$ cat src/rsic_consts.vh
`ifndef RSIC_CONSTS_VH
`define RSIC_CONSTS_VH
`define RSIC_SP_OVF_A 3'h6
`define RSIC_SP_OVF_B 3'h7
`define RSIC_SP_EMPTY 3'h0
`define RSIC_SP_LEVEL_MAX 3'h6
`define RSIC_DBF_RESET 16'h0320
`define RSIC_TMC_RESET 8'h00
`define RSIC_TMM_RESET 8'hff
`define RSIC_WDT_RESET 8'h00
`define RSIC_CORE_SYSTEM_REGS_RESET 4'h0
`define RSIC_PORT_RESET 4'h0
`define RSIC_CLK_KHZ 50000
`define RSIC_LV_TIME_US 1000
`define RSIC_LV_CYCLES ((`RSIC_LV_TIME_US * `RSIC_CLK_KHZ) / 1000)
`define RSIC_WAIT_TIME_NS 16384000
`define RSIC_WAIT_CYCLES ((`RSIC_WAIT_TIME_NS + 19) / 20)
`endif

$ cat src/rsic_reset_ctrl.v
`include "rsic_consts.vh"
// Overview of operation
// - stack pointer 6 or 7 resets core
// - call or interrupt at sp zero resets; this design has no interrupt input, only call_i
// - return beyond level six resets
// - stack reset drives reset pin low
// - ram kept in standby, undefined otherwise
// - carrier modulos kept only in standby
// - low voltage flagged after 1 ms
// - shorter low voltage may still reset; this design never does
// - low voltage pulls pin low, initialises
// - detector fitted only by build option
// - carrier clock full or half rate
// - option pin direction fixed at build
// - register file via regfile_read_op regfile_write_op only
// - transfer buffer loads 0320 on reset
// - wait 16.384 ms before running
module rsic_reset_ctrl #(
  parameter LOW_VOLTAGE_OPTION = 1,
  parameter CARRIER_CLOCK_OPTION = 0,
  parameter OPTION_PIN_DIRECTION = 0,
  parameter PORT_W = 4,
  parameter LV_CYCLES = `RSIC_LV_CYCLES,
  parameter WAIT_CYCLES = `RSIC_WAIT_CYCLES
) (
  input wire clk,
  input wire rstn,
  input wire reset_pin_n_i,
  input wire low_vdd_i,
  input wire [2:0] sp_i,
  input wire sp_valid_i,
  input wire call_i,
  input wire ret_i,
  input wire standby_i,
  input wire regfile_read_op,
  input wire regfile_write_op,
  input wire [3:0] window_wdata_i,
  input wire [3:0] regfile_rdata_i,
  input wire option_pin_in_i,
  input wire option_pin_wdata_i,
  output reg reset_pin_o,
  output reg reset_pin_oe_n,
  output reg core_reset_q,
  output reg pc_clear_q,
  output reg run_q,
  output reg lv_flag_q,
  output reg ram_retain_q,
  output reg carrier_retain_q,
  output reg [15:0] transfer_buffer_word,
  output reg [3:0] core_system_regs,
  output reg [7:0] timer8_count,
  output reg [7:0] timer8_modulo,
  output reg [7:0] wdt_count_q,
  output reg [PORT_W-1:0] port_dir_out_q,
  output reg [PORT_W-1:0] port_latch_q,
  output reg carrier_clk_en_q,
  output reg option_pin_out_q,
  output reg option_pin_oe_n,
  output reg option_pin_rd_q,
  output reg regfile_we_q,
  output reg [3:0] regfile_wdata_q,
  output reg [3:0] window_rdata_q
);
  localparam ST_RESET = 3'b001;
  localparam ST_WAIT = 3'b010;
  localparam ST_RUN = 3'b100;
  localparam [2:0] SYNC_IDLE = 3'b001;
  reg [2:0] state_q;
  reg [31:0] lv_cnt_q;
  reg [31:0] wait_cnt_q;
  reg half_q;
  wire [2:0] sync_in;
  wire [2:0] sync_out;
  wire pin_sync;
  wire lv_sync;
  wire opt_sync;
  wire sp_fault;
  wire lv_fault;
  wire any_reset;
  genvar gi;
  // pins cross into clk domain; each flop resets to its pin's idle level
  assign sync_in = {option_pin_in_i, low_vdd_i, reset_pin_n_i};
  generate
    for (gi = 0; gi < 3; gi = gi + 1)
    begin : g_sync
      reg s1_q;
      reg s2_q;
      always @(posedge clk or negedge rstn)
      begin
        if (!rstn)
        begin
          s1_q <= SYNC_IDLE[gi];
          s2_q <= SYNC_IDLE[gi];
        end
        else
        begin
          s1_q <= sync_in[gi];
          s2_q <= s1_q;
        end
      end
      assign sync_out[gi] = s2_q;
    end
  endgenerate
  assign pin_sync = sync_out[0];
  assign lv_sync = sync_out[1];
  assign opt_sync = sync_out[2];
  assign sp_fault = sp_valid_i & (state_q == ST_RUN) &
    ((sp_i == `RSIC_SP_OVF_A) | (sp_i == `RSIC_SP_OVF_B) |
     (call_i & (sp_i == `RSIC_SP_EMPTY)) |
     (ret_i & (sp_i >= `RSIC_SP_LEVEL_MAX)));
  // a short dip never resets; lv_fault rises only after the full LV_CYCLES count
  assign lv_fault = (LOW_VOLTAGE_OPTION != 0) && lv_flag_q;
  assign any_reset = !pin_sync | sp_fault | lv_fault;
  always @(posedge clk or negedge rstn)
  begin
    if (!rstn)
    begin
      lv_cnt_q <= 32'h0000_0000;
      lv_flag_q <= 1'b0;
    end
    // count stops at the limit; flag holds while the supply stays low
    else if (LOW_VOLTAGE_OPTION == 0 || !lv_sync)
    begin
      lv_cnt_q <= 32'h0000_0000;
      lv_flag_q <= 1'b0;
    end
    else if (lv_cnt_q >= LV_CYCLES - 1)
      lv_flag_q <= 1'b1;
    else
      lv_cnt_q <= lv_cnt_q + 32'h0000_0001;
  end
  always @(posedge clk or negedge rstn)
  begin
    if (!rstn)
    begin
      state_q <= ST_RESET;
      wait_cnt_q <= 32'h0000_0000;
      core_reset_q <= 1'b1;
      pc_clear_q <= 1'b1;
      run_q <= 1'b0;
    end
    else
    begin
      if (any_reset)
      begin
        state_q <= ST_RESET;
        core_reset_q <= 1'b1;
        pc_clear_q <= 1'b1;
        run_q <= 1'b0;
        wait_cnt_q <= 32'h0000_0000;
      end
      else
      begin
        case (state_q)
          ST_RESET:
          begin
            state_q <= ST_WAIT;
          end
          ST_WAIT:
          begin
            if (wait_cnt_q >= WAIT_CYCLES - 1)
            begin
              state_q <= ST_RUN;
              core_reset_q <= 1'b0;
              pc_clear_q <= 1'b0;
              run_q <= 1'b1;
            end
            else
              wait_cnt_q <= wait_cnt_q + 32'h0000_0001;
          end
          ST_RUN:
          begin
            run_q <= 1'b1;
          end
          default:
          begin
            state_q <= ST_RESET;
          end
        endcase
      end
    end
  end
  // pin driven low only by internal sources, never by the pin itself
  always @(posedge clk or negedge rstn)
  begin
    if (!rstn)
    begin
      reset_pin_o <= 1'b1;
      reset_pin_oe_n <= 1'b1;
    end
    else
    begin
      reset_pin_o <= 1'b0;
      reset_pin_oe_n <= !(sp_fault | lv_fault);
    end
  end
  // captured on entry only, so a held reset keeps the first standby level
  always @(posedge clk or negedge rstn)
  begin
    if (!rstn)
    begin
      ram_retain_q <= 1'b0;
      carrier_retain_q <= 1'b0;
    end
    else if (any_reset && state_q != ST_RESET)
    begin
      ram_retain_q <= standby_i;
      carrier_retain_q <= standby_i;
    end
  end
  // reset-time values; counters run elsewhere, held here only
  always @(posedge clk or negedge rstn)
  begin
    if (!rstn)
    begin
      transfer_buffer_word <= `RSIC_DBF_RESET;
      core_system_regs <= `RSIC_CORE_SYSTEM_REGS_RESET;
      port_dir_out_q <= {PORT_W{1'b0}};
      port_latch_q <= {PORT_W{1'b0}};
    end
    else if (core_reset_q)
    begin
      transfer_buffer_word <= `RSIC_DBF_RESET;
      core_system_regs <= `RSIC_CORE_SYSTEM_REGS_RESET;
      port_dir_out_q <= {PORT_W{1'b0}};
      port_latch_q <= {PORT_W{1'b0}};
    end
  end
  // timers clear in standby and operation alike
  always @(posedge clk or negedge rstn)
  begin
    if (!rstn)
    begin
      timer8_count <= `RSIC_TMC_RESET;
      timer8_modulo <= `RSIC_TMM_RESET;
      wdt_count_q <= `RSIC_WDT_RESET;
    end
    else if (core_reset_q)
    begin
      timer8_count <= `RSIC_TMC_RESET;
      timer8_modulo <= `RSIC_TMM_RESET;
      wdt_count_q <= `RSIC_WDT_RESET;
    end
  end
  // free-running divider; only used when the half rate option is built
  always @(posedge clk or negedge rstn)
  begin
    if (!rstn)
      half_q <= 1'b0;
    else
      half_q <= !half_q;
  end
  always @(posedge clk or negedge rstn)
  begin
    if (!rstn)
      carrier_clk_en_q <= 1'b0;
    else if (CARRIER_CLOCK_OPTION == 0)
      carrier_clk_en_q <= 1'b1;
    else
      carrier_clk_en_q <= half_q;
  end
  // direction is a build option, no runtime control exists
  always @(posedge clk or negedge rstn)
  begin
    if (!rstn)
    begin
      option_pin_out_q <= 1'b0;
      option_pin_oe_n <= 1'b1;
      option_pin_rd_q <= 1'b0;
    end
    else if (OPTION_PIN_DIRECTION != 0)
    begin
      option_pin_out_q <= option_pin_wdata_i;
      option_pin_oe_n <= core_reset_q;
      option_pin_rd_q <= option_pin_wdata_i;
    end
    else
    begin
      option_pin_out_q <= 1'b0;
      option_pin_oe_n <= 1'b1;
      option_pin_rd_q <= opt_sync;
    end
  end
  // ops outside run are dropped, not queued for after the restart
  always @(posedge clk or negedge rstn)
  begin
    if (!rstn)
    begin
      regfile_we_q <= 1'b0;
      regfile_wdata_q <= 4'h0;
    end
    else
    begin
      regfile_we_q <= regfile_write_op & run_q;
      regfile_wdata_q <= window_wdata_i;
    end
  end
  always @(posedge clk or negedge rstn)
  begin
    if (!rstn)
      window_rdata_q <= 4'h0;
    else if (regfile_read_op & run_q)
      window_rdata_q <= regfile_rdata_i;
  end
endmodule // rsic_reset_ctrl

$ cat config.mk
export PLATFORM = sky130hd
export DESIGN_NAME = rsic_reset_ctrl
export DESIGN_NICKNAME = d
export VERILOG_FILES = /design/src/rsic_reset_ctrl.v
export VERILOG_INCLUDE_DIRS = /design/src
export SDC_FILE = /design/constraint.sdc
export NUM_CORES = 1
export LEC_CHECK = 0
export ABC_AREA = 1
export BUFFER_PORTS_ARGS = -buffer_cell sky130_fd_sc_hd__buf_2
export CORE_MARGIN = 4
export CORE_UTILIZATION = 55
export DETAILED_ROUTE_END_ITERATION = 10
export GPL_TIMING_DRIVEN = 0
export PLACE_DENSITY = 0.91
export REMOVE_ABC_BUFFERS = 1
export SYNTH_ARGS = -nofsm -noshare
export SYNTH_HDL_FRONTEND = slang
export SYNTH_SLANG_ARGS = --single-unit
export TNS_END_PERCENT = 1
$ cat constraint.sdc
create_clock -name clk -period 5.3 [get_ports clk]
set_clock_uncertainty 0.05 [all_clocks]
set_input_delay 0.795 -clock clk [delete_from_list [all_inputs] [get_ports clk]]
set_output_delay 0.795 -clock clk [all_outputs]
set_load 0.005 [all_outputs]
==> impl_metrics.ini <==
[timing]
worst_hold_slack_ps = 285
rsz0062_at_grt = no
layout_setup_ws_ps = 2810
finalCritPeriodShare_pct = 47.0
slew_viol_final = 0
layout_min_cycle_time_ps = 2490
final_hold_viol_count = 0
finalSetupTns_ps = 0
worstMarginPinSlew_ps = 974
max-slew-margin-rel_pct = 35.1
fmax_mhz = 402
finalSetupViolations = 0

[final_layout]
drive_above_1_share_pct = 15.1
final_cells = 735
fin_util_pct = 60.7
fillers = 731
fin_nets = 650
design_area_mm2 = 0.00509
area_growth_pct = 5.15
diodes = 0

[power]
power_mw = 1.31
power_leakage_nw = 2.71
ir_drop_mv = 0.229
powerDensity_mw_per_mm2 = 257

[critical_path]
worstPathMaxFanout = 20
r2r_setup_slack_ps = 2810
cp-start-kind = flip-flop
cp-end-kind = flip-flop
crit_type = flip-flop to flip-flop
required_ps = 5530
worstPathArrival_ps = 2710

[drt]
firstDrtPassIters = 5
wl_per_cell_um = 12.2
drc = 0
antenna_left = 0
vias = 3642
routed_wl_um = 9000
vias_per_cell = 4.96
drtIter0Drc = 164

[floorplanning]
die_h_um = 102
fp.coreArea_mm2 = 0.00838
start_util_pct = 57.7
die_x_um = 102
io_pins = 96
die-area_mm2 = 0.0104
rows = 33

[clock_network]
cts_tree = built
numCtsBuffers = 9
cts_hold_buf = 0
clk_latency_ps = 360
clk_path_buf_depth = 2
clock_sinks = 90
post-cts-setup-buffer-count = 0
cts.clk_slew.worst_paths_ps = 100
cts_resized = 0
htree_levels = 3
clock-root-buffer = clkbuf_8

[logic_synthesis]
synth-edff-count = 0
yosysTopAreaCellShare_pct = 43.4
netlist_area_mm2 = 0.00484
synth_area_leader_cell = dfrtp_1
syn-instance-count = 590
ys_ff_latch = 90
syn_avg_cell_area_um2 = 8.20
ys_seq_area_share_pct = 46.7
yosysWarnings = 0
synthArstFlopShare_pct = 100
yosys_most_used_dff = dfrtp_1
synth_cell_type_count = 34
synth.area.top_cells = dfrtp_1 43%, nand2_1 11%, buf_4 9.0%

[global_route]
grt_pass1_wl_um = 15600
grt_pass1_vias = 3599
antenna_found_initial = 0
grt_overflow = 0
grt.total_usage_pct = 18.7
grt_max_degree = 64

[placed_design]
placedInstanceArea_mm2 = 0.00489
dp_cells = 719
portBuffers = 39
dp_hpwl_um = 6730
globalplace.congestion = 0.949
dp_worst_setup_slack_ps = 2860

[outcome]
status = finished clean

[hold_path]
hold_class = primary input to asynchronous set/reset pin

[run]
cap_violations = 0
state kept, by name, summed over array words and instances (netlist names):
register and count:
window_rdata_q 4, state_q 3, wait_cnt_q 32, reset_pin_o 1
regfile_we_q 1, g_sync.s1_q 3, reset_pin_oe_n 1, regfile_wdata_q 4
g_sync.s2_q 3, option_pin_rd_q 1, run_q 1, carrier_retain_q 1
carrier_clk_en_q 1, lv_flag_q 1, lv_cnt_q 32, pc_clear_q 1
final cells by class:
| type | instances | area, um2 | share of cell area [%] |
|---|---|---|---|
| Inverter | 68 | 255 | 5.02 |
| Timing Repair Buffer | 40 | 225 | 4.43 |
| Tap cell | 105 | 131 | 2.58 |
| Sequential cell | 90 | 2260 | 44.4 |
| Clock inverter | 7 | 68.8 | 1.35 |
| Multi-Input combinational cell | 416 | 2020 | 39.8 |
| Clock buffer | 9 | 124 | 2.43 |
power breakdown:
| part | switching [mW] | internal [mW] | total [mW] |
|---|---|---|---|
| logic | 0.0798 | 0.0442 | 0.124 |
| registers | 0.0198 | 0.717 | 0.737 |
| clock network | 0.264 | 0.185 | 0.449 |
| total | 0.363 | 0.946 | 1.31 |
cells by family (layout without fill, tap and decap cells):
kind of cell,Yosys count,in the layout,synth area share [%]
AO/OA/AOI/OAI,16,16,1.86
XOR/XNOR,22,22,3.98
adder cells (fa/ha/maj),2,2,0.517
buffers and inverters,138,124,15.7
flip-flops,90,90,46.7
multiplexers,4,4,0.931
other,2,56,0.155
AND/OR/NAND/NOR,316,316,30.2
worst max-delay path: stages, from the launching register on:
cell,delay (ps)
dfrtp_1,440
ha_1,250
nand2_1,60
inv_1,50
nand2_1,150
nand2_1,70
nand2_1,70
nand2_1,60
nand2_1,70
nand3_2,270
nand2_1,620
nand2_1,130
o21ai_1,110
cells in the mapped netlist (3+ instances only):
| master | number |
|---|---|
| nand2_1 | 143 |
| nand4_1 | 16 |
| nor2_1 | 71 |
| nor2_4 | 11 |
| buf_2 | 3 |
| buf_4 | 58 |
| xor2_1 | 18 |
| o21ai_0 | 7 |
| inv_2 | 4 |
| nand3_1 | 55 |
| dfstp_2 | 6 |
| mux2_2 | 4 |
| dfrtp_1 | 84 |
| xnor2_1 | 4 |
| nor3_1 | 5 |
| o21ai_1 | 4 |
| nand2_2 | 3 |
| inv_1 | 64 |
| clkbuf_1 | 7 |
| nand2_4 | 3 |
cells in the final DEF, fill, tap and decap left out, types with 2 or more instances in the layout:
cell type and count:
a21oi_1 2, a31oi_1 2, buf_2 38, clkbuf_8 9
clkinv_4 2, conb_1 56, dfrtp_1 84, dfstp_2 6
ha_1 2, inv_1 64, inv_2 4, inv_6 2
inv_8 3, mux2_2 4, nand2_1 143, nand2_2 3
nand2_4 3, nand3_1 55, nand4_1 16, nor2_1 71
nor2_2 2, nor2_4 11, nor3_1 5, nor3_2 2
o21ai_0 7, o21ai_1 4, xnor2_1 4, xor2_1 18
worst paths after layout:
check / start / depth (start not counted) / endpoint
min in group clk: g_sync[1].s1_q / 0 / g_sync[1].s2_q
max in group asynchronous: rstn / 2 / g_sync[0].s1_q
worst max-delay path: lv_cnt_q[0] / 12 / lv_cnt_q[2]
worst min-delay path: rstn / 1 / wait_cnt_q[21]
worst min register to register: g_sync[1].s1_q / 0 / g_sync[1].s2_q
worst max register to register: lv_cnt_q[0] / 12 / lv_cnt_q[2]
metal layers:
metal | vias up | share of wire [%] | GRT usage [%] | wire [um]
met5 | - | 0 | 0 | 0
met4 | 0 | 1.5 | 6.24 | 136
met3 | 12 | 7.9 | 5.23 | 712
met2 | 144 | 51 | 33.0 | 4620
met1 | 1694 | 39 | 21.9 | 3530
li1 | 1792 | - | - | -
Note: power is estimated with default switching activity, not from simulation.
